`config.mk`:
```
export PLATFORM = sky130hd
export DESIGN_NAME = vpa_picture_adjust
export DESIGN_NICKNAME = d
export VERILOG_FILES = /design/src/inc/vpa_pkg.sv /design/src/design/vpa_picture_adjust.sv
export SDC_FILE = /design/constraint.sdc
export NUM_CORES = 2
export LEC_CHECK = 0
export BUFFER_PORTS_ARGS = -buffer_cell sky130_fd_sc_hd__buf_2
export CAP_MARGIN = 20
export CELL_PAD_IN_SITES_DETAIL_PLACEMENT = 2
export CELL_PAD_IN_SITES_GLOBAL_PLACEMENT = 2
export CORE_AREA = 2 2 378 380
export DETAILED_ROUTE_END_ITERATION = 8
export DIE_AREA = 0 0 380 382
export GPL_ROUTABILITY_DRIVEN = 0
export GPL_TIMING_DRIVEN = 0
export PLACE_DENSITY = 0.5
export SYNTH_ARGS = -nofsm -noshare
export SYNTH_HDL_FRONTEND = slang
export SYNTH_SLANG_ARGS = --single-unit
```
`constraint.sdc`:
```
create_clock -name clk -period 18.1 [get_ports clk]
set_clock_uncertainty 0.2 [all_clocks]
set_input_delay 1.81 -clock clk [delete_from_list [all_inputs] [get_ports clk]]
set_output_delay 1.81 -clock clk [all_outputs]
set_load 0.005 [all_outputs]
```
`src/inc/vpa_pkg.sv`:
```
// constants for the picture adjust stage: register sub-addresses, reset
// values, clip limits, active line windows and fixed-point scales.
// assumes 8-bit luma and offset-binary chroma on the rec. 601 scale.
//
// Contract
// - with pivot select 0 the luma result is gain times (luma minus 128) plus 125.
// - with pivot select 1 the luma result is gain times (luma minus 128) plus 16.
// - the 8-bit contrast gain is a coefficient of 0 to about 1.99 in 1/128 steps, 0x80 is unity.
// - the contrast result clips to 1..254, or to 16..235 when the 601 limit is on.
// - the brightness register is added to luma as a signed offset of -128..+127.
// - the brightness sum clips to 1..254, or to 16..235 when the 601 limit is on.
// - chroma is scaled by the saturation register in 1/128 steps, 0x80 leaves it unchanged.
// - chroma phase turns by the signed hue register, about 0.35 degrees a step, zero is none.
// - on 525-line input lines 22..261 and 285..524 are active, all others are blanking.
// - on 625-line input lines 23..310 and 336..623 are active, all others are blanking.
// - by default blanking lines show black, luma 0x10 and both chroma 0x80.
// - pivot select is bit 7 of the control register at sub-address 0x04, reset 0.
// - contrast gain resets to 0x80 and brightness to 0x00, so at reset luma leaves 3 codes below its pedestal-moved value.
// - the luma pedestal is moved to code 16 before adjustment for either sync amplitude.
package vpa_pkg;
    // ----------------------------------------
    // register sub-addresses and reset values
    // ----------------------------------------
    localparam logic [7:0] VPA_ADDR_CONTROL_B = 8'h04;
    localparam logic [7:0] VPA_ADDR_CONTRAST = 8'h06;
    localparam logic [7:0] VPA_ADDR_BRIGHTNESS = 8'h07;
    localparam logic [7:0] VPA_ADDR_SATURATION = 8'h08;
    localparam logic [7:0] VPA_ADDR_HUE = 8'h09;
    localparam logic [7:0] VPA_RST_CONTROL_B = 8'h00;
    localparam logic [7:0] VPA_RST_CONTRAST = 8'h80;
    localparam logic [7:0] VPA_RST_BRIGHTNESS = 8'h00;
    localparam logic [7:0] VPA_RST_SATURATION = 8'h80;
    localparam logic [7:0] VPA_RST_HUE = 8'h00;
    localparam int VPA_PIVOT_BIT = 7;
    // ----------------------------------------
    // luma arithmetic and clip limits
    // ----------------------------------------
    localparam logic signed [19:0] VPA_LUMA_CENTER = 20'sh0_0080;
    localparam logic signed [19:0] VPA_PIVOT_MID = 20'sh0_007D;
    localparam logic signed [19:0] VPA_PIVOT_LOW = 20'sh0_0010;
    localparam logic signed [19:0] VPA_PEDESTAL = 20'sh0_0010;
    localparam logic signed [19:0] VPA_CLIP_LO = 20'sh0_0001;
    localparam logic signed [19:0] VPA_CLIP_HI = 20'sh0_00FE;
    localparam logic signed [19:0] VPA_CLIP601_LO = 20'sh0_0010;
    localparam logic signed [19:0] VPA_CLIP601_HI = 20'sh0_00EB;
    localparam logic signed [19:0] VPA_FULL_LO = 20'sh0_0000;
    localparam logic signed [19:0] VPA_FULL_HI = 20'sh0_00FF;
    localparam int VPA_GAIN_SHIFT = 7;
    // ----------------------------------------
    // chroma arithmetic, hue in q12
    // ----------------------------------------
    localparam logic signed [19:0] VPA_CHROMA_LO = -20'sh0_0080;
    localparam logic signed [19:0] VPA_CHROMA_HI = 20'sh0_007F;
    // two more bits than the fraction: 13 signed bits would read 0x1000 as -4096
    localparam logic signed [13:0] VPA_HUE_ONE = 14'sh1000;
    localparam logic signed [12:0] VPA_HUE_STEP = 13'sh0019;
    localparam logic [9:0] VPA_HUE_COS_MUL = 10'h271;
    localparam int VPA_HUE_COS_SHIFT = 13;
    localparam int VPA_HUE_SHIFT = 12;
    // ----------------------------------------
    // active line windows and black level
    // ----------------------------------------
    localparam logic [9:0] VPA_L525_A0 = 10'h016;
    localparam logic [9:0] VPA_L525_B0 = 10'h105;
    localparam logic [9:0] VPA_L525_A1 = 10'h11D;
    localparam logic [9:0] VPA_L525_B1 = 10'h20C;
    localparam logic [9:0] VPA_L625_A0 = 10'h017;
    localparam logic [9:0] VPA_L625_B0 = 10'h136;
    localparam logic [9:0] VPA_L625_A1 = 10'h150;
    localparam logic [9:0] VPA_L625_B1 = 10'h26F;
    localparam logic [7:0] VPA_BLACK_LUMA = 8'h10;
    localparam logic [7:0] VPA_BLACK_CHROMA = 8'h80;
endpackage

```
`src/design/vpa_picture_adjust.sv`:
```
// picture adjust stage: pedestal, contrast, brightness, saturation, hue and
// vertical blanking black fill, two register stages from sample to output.
// assumes the sub-address register port is driven by the control interface
// slave and that line_number and system_625 come from sync separation.
`timescale 1ns/10ps
`default_nettype none
module vpa_picture_adjust
    import vpa_pkg::*;
#(
    parameter logic [7:0] PEDESTAL_286_CODE = 8'h0E,
    parameter logic [7:0] PEDESTAL_300_CODE = 8'h10
)(
    input wire logic clk,
    input wire logic rst_b,
    input wire logic reg_wr,
    input wire logic reg_rd,
    input wire logic [7:0] reg_addr,
    input wire logic [7:0] reg_wdata,
    output logic [7:0] reg_rdata,
    input wire logic rec601_limit,
    input wire logic vblank_pass_en,
    input wire logic sync_300mv,
    input wire logic system_625,
    input wire logic [9:0] line_number,
    input wire logic sample_valid,
    input wire logic [7:0] luma_in,
    input wire logic [7:0] cb_in,
    input wire logic [7:0] cr_in,
    output logic out_valid,
    output logic [7:0] luma_out,
    output logic [7:0] cb_out,
    output logic [7:0] cr_out
);

    // ----------------------------------------
    // helpers
    // ----------------------------------------
    function automatic logic [7:0] clip8(input logic signed [19:0] val,
                                         input logic signed [19:0] lo,
                                         input logic signed [19:0] hi);
        logic signed [19:0] res;
        res = val;
        if (val < lo)
        begin
            res = lo;
        end
        else if (val > hi)
        begin
            res = hi;
        end
        return res[7:0];
    endfunction

    // ----------------------------------------
    // registers
    // ----------------------------------------
    logic [7:0] decoder_control_b;
    logic [7:0] contrast_gain_reg;
    logic [7:0] brightness_offset_reg;
    logic [7:0] saturation_gain_reg;
    logic [7:0] hue_rotation_reg;

    always_ff @(posedge clk or negedge rst_b)
    begin
        if (!rst_b)
        begin
            decoder_control_b <= VPA_RST_CONTROL_B;
            contrast_gain_reg <= VPA_RST_CONTRAST;
            brightness_offset_reg <= VPA_RST_BRIGHTNESS;
            saturation_gain_reg <= VPA_RST_SATURATION;
            hue_rotation_reg <= VPA_RST_HUE;
        end
        else if (reg_wr)
        begin
            if (reg_addr == VPA_ADDR_CONTROL_B)
            begin
                decoder_control_b <= reg_wdata;
            end
            else if (reg_addr == VPA_ADDR_CONTRAST)
            begin
                contrast_gain_reg <= reg_wdata;
            end
            else if (reg_addr == VPA_ADDR_BRIGHTNESS)
            begin
                brightness_offset_reg <= reg_wdata;
            end
            else if (reg_addr == VPA_ADDR_SATURATION)
            begin
                saturation_gain_reg <= reg_wdata;
            end
            else if (reg_addr == VPA_ADDR_HUE)
            begin
                hue_rotation_reg <= reg_wdata;
            end
        end
    end

    // unmapped sub-addresses read as zero; data held between reads
    always_ff @(posedge clk or negedge rst_b)
    begin
        if (!rst_b)
        begin
            reg_rdata <= 8'h00;
        end
        else if (reg_rd)
        begin
            if (reg_addr == VPA_ADDR_CONTROL_B)
            begin
                reg_rdata <= decoder_control_b;
            end
            else if (reg_addr == VPA_ADDR_CONTRAST)
            begin
                reg_rdata <= contrast_gain_reg;
            end
            else if (reg_addr == VPA_ADDR_BRIGHTNESS)
            begin
                reg_rdata <= brightness_offset_reg;
            end
            else if (reg_addr == VPA_ADDR_SATURATION)
            begin
                reg_rdata <= saturation_gain_reg;
            end
            else if (reg_addr == VPA_ADDR_HUE)
            begin
                reg_rdata <= hue_rotation_reg;
            end
            else
            begin
                reg_rdata <= 8'h00;
            end
        end
    end

    // ----------------------------------------
    // stage 1: pedestal, contrast, saturation
    // ----------------------------------------
    logic pivot_low;
    logic signed [19:0] lim_lo;
    logic signed [19:0] lim_hi;
    logic signed [19:0] ped_code;
    logic signed [19:0] luma_ped;
    logic signed [19:0] contrast_prod;
    logic signed [19:0] contrast_val;
    logic signed [19:0] cb_prod;
    logic signed [19:0] cr_prod;

    assign pivot_low = decoder_control_b[VPA_PIVOT_BIT];
    assign lim_lo = rec601_limit ? VPA_CLIP601_LO : VPA_CLIP_LO;
    assign lim_hi = rec601_limit ? VPA_CLIP601_HI : VPA_CLIP_HI;
    assign ped_code = {12'h000, (sync_300mv ? PEDESTAL_300_CODE : PEDESTAL_286_CODE)};
    // pedestal lands on 16 for either clamp level, floor at 0
    assign luma_ped = $signed({12'h000, luma_in}) - ped_code + VPA_PEDESTAL;
    // gain is unsigned q1.7, so 0x80 is exactly one
    assign contrast_prod = $signed({12'h000, contrast_gain_reg})
                         * ($signed({12'h000, clip8(luma_ped, VPA_FULL_LO, VPA_FULL_HI)}) - VPA_LUMA_CENTER);
    assign contrast_val = (contrast_prod >>> VPA_GAIN_SHIFT)
                        + (pivot_low ? VPA_PIVOT_LOW : VPA_PIVOT_MID);
    assign cb_prod = $signed({12'h000, saturation_gain_reg})
                   * ($signed({12'h000, cb_in}) - VPA_LUMA_CENTER);
    assign cr_prod = $signed({12'h000, saturation_gain_reg})
                   * ($signed({12'h000, cr_in}) - VPA_LUMA_CENTER);

    logic [7:0] luma_s1_reg;
    logic signed [7:0] cb_s1_reg;
    logic signed [7:0] cr_s1_reg;
    logic valid_s1_reg;
    logic active_s1_reg;
    logic active_now;

    always_comb
    begin
        if (system_625)
        begin
            active_now = (line_number >= VPA_L625_A0 && line_number <= VPA_L625_B0)
                       || (line_number >= VPA_L625_A1 && line_number <= VPA_L625_B1);
        end
        else
        begin
            active_now = (line_number >= VPA_L525_A0 && line_number <= VPA_L525_B0)
                       || (line_number >= VPA_L525_A1 && line_number <= VPA_L525_B1);
        end
    end

    always_ff @(posedge clk or negedge rst_b)
    begin
        if (!rst_b)
        begin
            luma_s1_reg <= VPA_BLACK_LUMA;
            cb_s1_reg <= 8'sh00;
            cr_s1_reg <= 8'sh00;
            valid_s1_reg <= 1'b0;
            active_s1_reg <= 1'b0;
        end
        else
        begin
            luma_s1_reg <= clip8(contrast_val, lim_lo, lim_hi);
            cb_s1_reg <= clip8(cb_prod >>> VPA_GAIN_SHIFT, VPA_CHROMA_LO, VPA_CHROMA_HI);
            cr_s1_reg <= clip8(cr_prod >>> VPA_GAIN_SHIFT, VPA_CHROMA_LO, VPA_CHROMA_HI);
            valid_s1_reg <= sample_valid;
            active_s1_reg <= active_now;
        end
    end

    // ----------------------------------------
    // stage 2: brightness, hue, blanking
    // ----------------------------------------
    // small-angle rotation: sin ~ a, cos ~ 1 - a*a/2; about 10 percent
    // long on sin at the +-45 degree ends, exact near zero
    logic signed [19:0] hue_val;
    logic signed [19:0] hue_sin;
    logic signed [19:0] hue_cos;
    logic signed [19:0] bright_val;
    logic signed [19:0] cb_rot;
    logic signed [19:0] cr_rot;
    logic signed [31:0] hue_sq;
    logic signed [31:0] cb_mix;
    logic signed [31:0] cr_mix;

    assign hue_val = {{12{hue_rotation_reg[7]}}, hue_rotation_reg};
    assign hue_sin = hue_val * VPA_HUE_STEP;
    // square and rotation sums kept at 32 bits: 20 bits wrap at large hue
    assign hue_sq = hue_val * hue_val * $signed({22'h00_0000, VPA_HUE_COS_MUL});
    assign hue_cos = VPA_HUE_ONE - 20'(hue_sq >>> VPA_HUE_COS_SHIFT);
    assign bright_val = $signed({12'h000, luma_s1_reg})
                      + $signed({{12{brightness_offset_reg[7]}}, brightness_offset_reg});
    assign cb_mix = cb_s1_reg * hue_cos - cr_s1_reg * hue_sin;
    assign cr_mix = cr_s1_reg * hue_cos + cb_s1_reg * hue_sin;
    assign cb_rot = 20'(cb_mix >>> VPA_HUE_SHIFT);
    assign cr_rot = 20'(cr_mix >>> VPA_HUE_SHIFT);

    always_ff @(posedge clk or negedge rst_b)
    begin
        if (!rst_b)
        begin
            luma_out <= VPA_BLACK_LUMA;
            cb_out <= VPA_BLACK_CHROMA;
            cr_out <= VPA_BLACK_CHROMA;
            out_valid <= 1'b0;
        end
        else if (!active_s1_reg && !vblank_pass_en)
        begin
            luma_out <= VPA_BLACK_LUMA;
            cb_out <= VPA_BLACK_CHROMA;
            cr_out <= VPA_BLACK_CHROMA;
            out_valid <= valid_s1_reg;
        end
        else
        begin
            luma_out <= clip8(bright_val, lim_lo, lim_hi);
            cb_out <= clip8(cb_rot, VPA_CHROMA_LO, VPA_CHROMA_HI) ^ VPA_BLACK_CHROMA;
            cr_out <= clip8(cr_rot, VPA_CHROMA_LO, VPA_CHROMA_HI) ^ VPA_BLACK_CHROMA;
            out_valid <= valid_s1_reg;
        end
    end

endmodule // vpa_picture_adjust
`default_nettype wire

```
; After elaboration in Yosys (flattened, before gate mapping)
; Index checks and enable logic that the tools add are counted.
[word_totals]
word_cells = 111
inputBits = 59
ff_bits = 99
[classes]
n_reduce_logical = 14
eq_ne = 5
n_mux = 29
mul = 10
order_cmp = 22
addsub = 10
bitwise_logic = 6
[op_table]
columns = operator, count
row1 = 8-bit two-way mux, 24
row2 = 9-bit by 9-bit multiplier with 18-bit output, 3
row3 = 8-bit by 15-bit multiplier with 23-bit output, 2
row4 = 8-bit by 14-bit multiplier with 22-bit output, 2
row5 = 16-bit by 11-bit multiplier with 27-bit output (second input constant), 1
row6 = 8-bit by 8-bit subtractor with 9-bit output (second input constant), 3
row7 = 23-bit by 22-bit adder with 24-bit output, 1
row8 = 8-bit by 3-bit == test with 1-bit output (second input constant), 3
row9 = 12-bit by 8-bit > comparator with 1-bit output (second input constant), 2
row10 = 12-bit by 8-bit < comparator with 1-bit output (second input constant), 2
row11 = 23-bit by 22-bit subtractor with 24-bit output, 1
row12 = 11-bit by 8-bit > comparator with 1-bit output (second input constant), 2
row13 = 11-bit by 8-bit < comparator with 1-bit output (second input constant), 2
row14 = 10-bit by 5-bit greater-or-equal comparator with 1-bit output (second input constant), 2
row15 = 10-bit by 9-bit greater-or-equal comparator with 1-bit output (second input constant), 2
row16 = 10-bit less-or-equal comparator (second input constant), 2
row17 = 10-bit by 9-bit less-or-equal comparator with 1-bit output (second input constant), 2
row18 = 8-bit by 4-bit == test with 1-bit output (second input constant), 2
row19 = 8-bit by 8-bit multiplier with 16-bit output, 1
row20 = 5-bit two-way mux, 3
row21 = 14-bit by 14-bit subtractor with 15-bit output (first input constant), 1
row22 = 8-bit by 6-bit multiplier with 14-bit output (second input constant), 1
row23 = 11-bit by 8-bit adder with 12-bit output, 1
row24 = 12-bit by 9-bit > comparator with 1-bit output, 1
row25 = other kinds (19), 30

; Logic depth before layout (Yosys ltp)
[logic_depth]
depth_word = 12
mapped_depth = 64
ltp_nobuf = 61

; Worst setup path after synthesis
; OpenSTA, ideal clock, no wires.
[synth_timing]
path_kind = register -> register
start = register hue_rotation_reg[7]
end = register cr_out[0]
t_required_ns = 17.835
path_slack_ns = 2.627
t_arrival_ns = 15.207
setup_time_ns = 0.065
synth_period_minus_slack_ns = 15.473
path_stages_with_launch = 64
cell_sequence = dfrtp_1 clkbuf_1 inv_1 clkbuf_1 nor2_1 xnor2_1 ha_1 fa_1 fa_1 inv_1 fa_1 inv_1 ha_1 inv_1 o21bai_1 a21o_1 a21o_1 a21o_1 (+28 left out) inv_1 fa_1 fa_1 fa_1 inv_1 fa_1 ha_1 a21o_1 a21o_1 a21oi_1 o31ai_1 a41o_1 a41o_1 o41ai_2 nor2b_1 or3b_1 a21oi_2 o21a_1
[synth_via]
elab_chain_len = 10
word_cells_on_any_way = 13
cone_classes = add/sub: 2 / mul: 5 / order compare: 2 / mux: 4
[synth_rtl]
columns = element, line_no
row1 = from (decl), vpa_picture_adjust.sv:61  ; logic [7:0] hue_rotation_reg;
row2 = from (signal assigned), vpa_picture_adjust.sv:93  ; hue_rotation_reg <= reg_wdata;
row3 = 8-bit by 8-bit multiplier with 16-bit output, vpa_picture_adjust.sv:222  ; assign hue_sq = hue_val * hue_val * $signed({22'h00_0000, VPA_HUE_COS_MUL});
row4 = 16-bit by 11-bit multiplier with 27-bit output, vpa_picture_adjust.sv:222
row5 = 14-bit by 14-bit subtractor with 15-bit output, vpa_picture_adjust.sv:223  ; assign hue_cos = VPA_HUE_ONE - 20'(hue_sq >>> VPA_HUE_COS_SHIFT);
row6 = 8-bit by 15-bit multiplier with 23-bit output, vpa_picture_adjust.sv:227  ; assign cr_mix = cr_s1_reg * hue_cos + cb_s1_reg * hue_sin;
row7 = 23-bit by 22-bit adder with 24-bit output (*), vpa_picture_adjust.sv:227
row8 = 12-bit by 8-bit > comparator with 1-bit output, vpa_picture_adjust.sv:47  ; else if (val > hi)
row9 = 8-bit two-way mux, vpa_picture_adjust.sv:47
row10 = 8-bit two-way mux (*), vpa_picture_adjust.sv:43  ; if (val < lo)
row11 = 8-bit two-way mux (*) (2 in a row), vpa_picture_adjust.sv:240  ; else if (!active_s1_reg && !vblank_pass_en)
row12 = to (signal assigned), vpa_picture_adjust.sv:251  ; cr_out <= clip8(cr_rot, VPA_CHROMA_LO, VPA_CHROMA_HI) ^ VPA_BLACK_CHROMA;
row13 = to (decl), vpa_picture_adjust.sv:32  ; output logic [7:0] cr_out
; Mark *: on every way between the ends. The rest lies on a longest branch, timed or not. The select of a mux whose other input is x is not followed.
; A chain may end at the register's enable or synchronous reset.

; Worst setup path after layout
[layout_timing]
start = register hue_rotation_reg[1]
end = register cr_out[1]
; Same word-level chain as after synthesis.

==> flow_metrics.env <==
export IMPL_fp_dieW_um=380
export IMPL_fmax_mhz=58.2
export IMPL_final_cell_mix="895 x inv_1, 681 x fa_1, 449 x ha_1"
export IMPL_seq_area_frac_synth_pct=7.08
export IMPL_cts_sinks=99
export IMPL_antenna_found_initial=14
export IMPL_fillers=16100
export IMPL_worst_pin_slew_ns=1.12
export IMPL_routed_wl_mm=116
export IMPL_drv_slew=0
export IMPL_grt_pass1_vias=30000
export IMPL_cts_made_buffers=9
export IMPL_slew_headroom_pct=24.5
export IMPL_core_area_sq_mm=0.141
export IMPL_drc=0
export IMPL_postSynthAreaPerCell_sq_um=9.13
export IMPL_synthTopCellsByArea="fa_1 39%, ha_1 16%, inv_1 9.6%, dfrtp_1 6.6%, and2_1 4.9%"
export IMPL_synthArstFlopShare_pct=100
export IMPL_synth_edf_count=0
export IMPL_syn_nets=5031
export IMPL_status="completed"
export IMPL_drive_gt1_share_pct=6.71
export IMPL_crit_path_frequent_cell="fa_1"
export IMPL_grt_use_total_pct=16.5
export IMPL_finalCriticalPeriod_ns=17.19
export IMPL_cts_buffer_depth=2
export IMPL_critPathBufInv=8
export IMPL_viasPerCell=4.37
export IMPL_antenna_left=0
export IMPL_critical_path_max_stage_delay_ns=0.68
export IMPL_ctsHoldBuffers=0
export IMPL_ioPinCount=92
export IMPL_clkLatencyLatePin_ns=0.42
export IMPL_synth_top_area_share_pct=38.8
export IMPL_vias=25600
export IMPL_numPortBuffers=86
export IMPL_synth_seq_cells=99
export IMPL_synth_area_sq_mm=0.0351
export IMPL_yosys_warnings=0
export IMPL_die_area_sq_mm=0.145
export IMPL_path_max_fanout=10
export IMPL_grt_pass1_wl_mm=183
export IMPL_critical_path_class="flip-flop to flip-flop"
export IMPL_wl_per_cell_um=19.8
export IMPL_worstPathArrival_ns=17.32
export IMPL_drt_pass1_iterations=4
export IMPL_hold_class="flip-flop to flip-flop"
export IMPL_tritoncts="built"
export IMPL_die_y_um=382
export IMPL_clk_pin_slew_ns=0.10
export IMPL_syn2layout_area_growth_pct=10.6
export IMPL_initial_core_util_pct=24.9
export IMPL_postLayoutCellArea_sq_mm=0.0388
export IMPL_fin_crit_sh_pct=95.0
export IMPL_crit_path_end_kind="flip-flop"
export IMPL_ys_flop_type="dfrtp_1"
export IMPL_dp_hpwl_mm=99.9
export IMPL_crit_required_ns=18.23
export IMPL_yosysTopAreaCell="fa_1"
export IMPL_fin_nets=5146
export IMPL_worst_path_dominant_cell_family="adder cells"
export IMPL_placed_cell_area_sq_mm=0.0381
export IMPL_start_kind="flip-flop"
export IMPL_maxCapViolations=0
export IMPL_drt_initial_drc_count=738
export IMPL_h_tree_depth=3
export IMPL_setup_viol=0
export IMPL_final_common_cell="inv_1"
export IMPL_grt_overflow_total=0
export IMPL_grt_max_degree=92
export IMPL_yosysUniqueCellTypes=89
export IMPL_cp_slowest_cell="clkbuf_1"
export IMPL_cts_root_buf="clkbuf_16"
export IMPL_syn_inst=3842
export IMPL_hold_viol=0
export IMPL_row_count=138
[per-stage QoR]
stage / util, % / setup WS (ns) / hold slack [ns] / TNS [ns] / instances
after floorplan: - / 2.63 / 0.131 / 0 / 3842
after global placement: 26.9 / -1.98 / 0.132 / -29.24 / 5818
after detailed placement: 27.0 / -1.51 / 0.136 / -22.06 / 5830
after CTS: 27.4 / 0.0229 / 0.170 / 0 / 5848
after global routing: 27.5 / -0.0287 / 0.181 / -0.0524 / 5853
final: 27.6 / 0.911 / 0.167 / 0 / 5857
[cells in the mapped netlist (4+ instances only)]
master,number
inv_1,896
fa_1,681
ha_1,449
nand2_1,387
and2_1,275
nor2_1,144
clkbuf_1,126
a21oi_1,109
xnor2_1,105
dfrtp_1,93
nand2b_1,45
mux2_2,44
o21ai_0,42
xor2_1,39
o21a_1,38
a21o_1,37
nor2b_1,29
mux2i_1,20
nand3_1,20
nor3_1,20
o21bai_1,20
and3_1,19
or2_2,18
nand4_1,13
a31oi_1,10
o21ai_1,9
a211oi_1,8
buf_1,8
a41oi_1,7
o211ai_1,7
dfstp_2,6
a221oi_1,5
a22oi_1,5
a311oi_1,5
nand3b_1,5
nor4_1,5
o31ai_1,5
buf_2,4
o221ai_1,4
o22ai_1,4
or3_1,4
[layer usage]
| metal | vias up | global-route usage (%) | wire length, um |
|---|---|---|---|
| met4 | 4 | 2.09 | 1240 |
| met1 | 13400 | 22.6 | 55900 |
| met5 | - | 0 | 21 |
| met2 | 212 | 28.9 | 56400 |
| li1 | 11900 | - | - |
| met3 | 50 | 1.41 | 2440 |
[final cells by class]
| class | count | area (sq um) | share of cell area, % |
|---|---|---|---|
| multi-input cells | 2707 | 29000 | 74.8 |
| inverters | 898 | 3370 | 8.69 |
| flip-flops and latches | 99 | 2490 | 6.40 |
| well taps | 1890 | 2360 | 6.09 |
| repair buffers | 106 | 668 | 1.72 |
| plain buffers | 136 | 537 | 1.38 |
| clock buffers | 9 | 225 | 0.580 |
| clock inverters | 7 | 108 | 0.277 |
| diodes | 5 | 12.5 | 0.0322 |
[cell families (layout without fill, tap and decap cells)]
family / Yosys count / count (layout) / synth area share, %
buf+inv: 1036 / 1156 / 11.1
simple gates: 1003 / 1003 / 14.2
compound gates: 365 / 365 / 7.20
xor+xnor: 145 / 145 / 3.64
fa+ha+maj: 1130 / 1130 / 54.9
flops: 99 / 99 / 7.08
other cells: 0 / 5 / 0
mux: 64 / 64 / 1.98
[timing repair]
action | in CTS | in global routing
gates resized for setup | 28 | 29
buffers inserted | 2 | 5
hold endpoints to repair | 0 | 0
endpoints found under the setup margin | 16 | 16
pin swaps | 2 | 3
[final timing paths]
kind | startpoint | end | slack [ns] | cells after the start
worst max-delay path | hue_rotation_reg[1]$_DFFE_PN0P_ | cr_out[1]$_DFF_PN0_ | 0.91 | 54
max in group asynchronous | rst_b | luma_out[4]$_DFF_PN1_ | 15.90 | 2
worst min register to register | valid_s1_reg$_DFF_PN0_ | out_valid$_DFF_PN0_ | 0.17 | 0
worst min-delay path | valid_s1_reg$_DFF_PN0_ | out_valid$_DFF_PN0_ | 0.17 | 0
worst max register to register | hue_rotation_reg[1]$_DFFE_PN0P_ | cr_out[1]$_DFF_PN0_ | 0.91 | 54
min in group asynchronous | rst_b | cb_out[3]$_DFF_PN0_ | 1.01 | 1
Power is not shown: default switching activity piles up to over one toggle a cycle in this logic, so the estimate is an artifact.
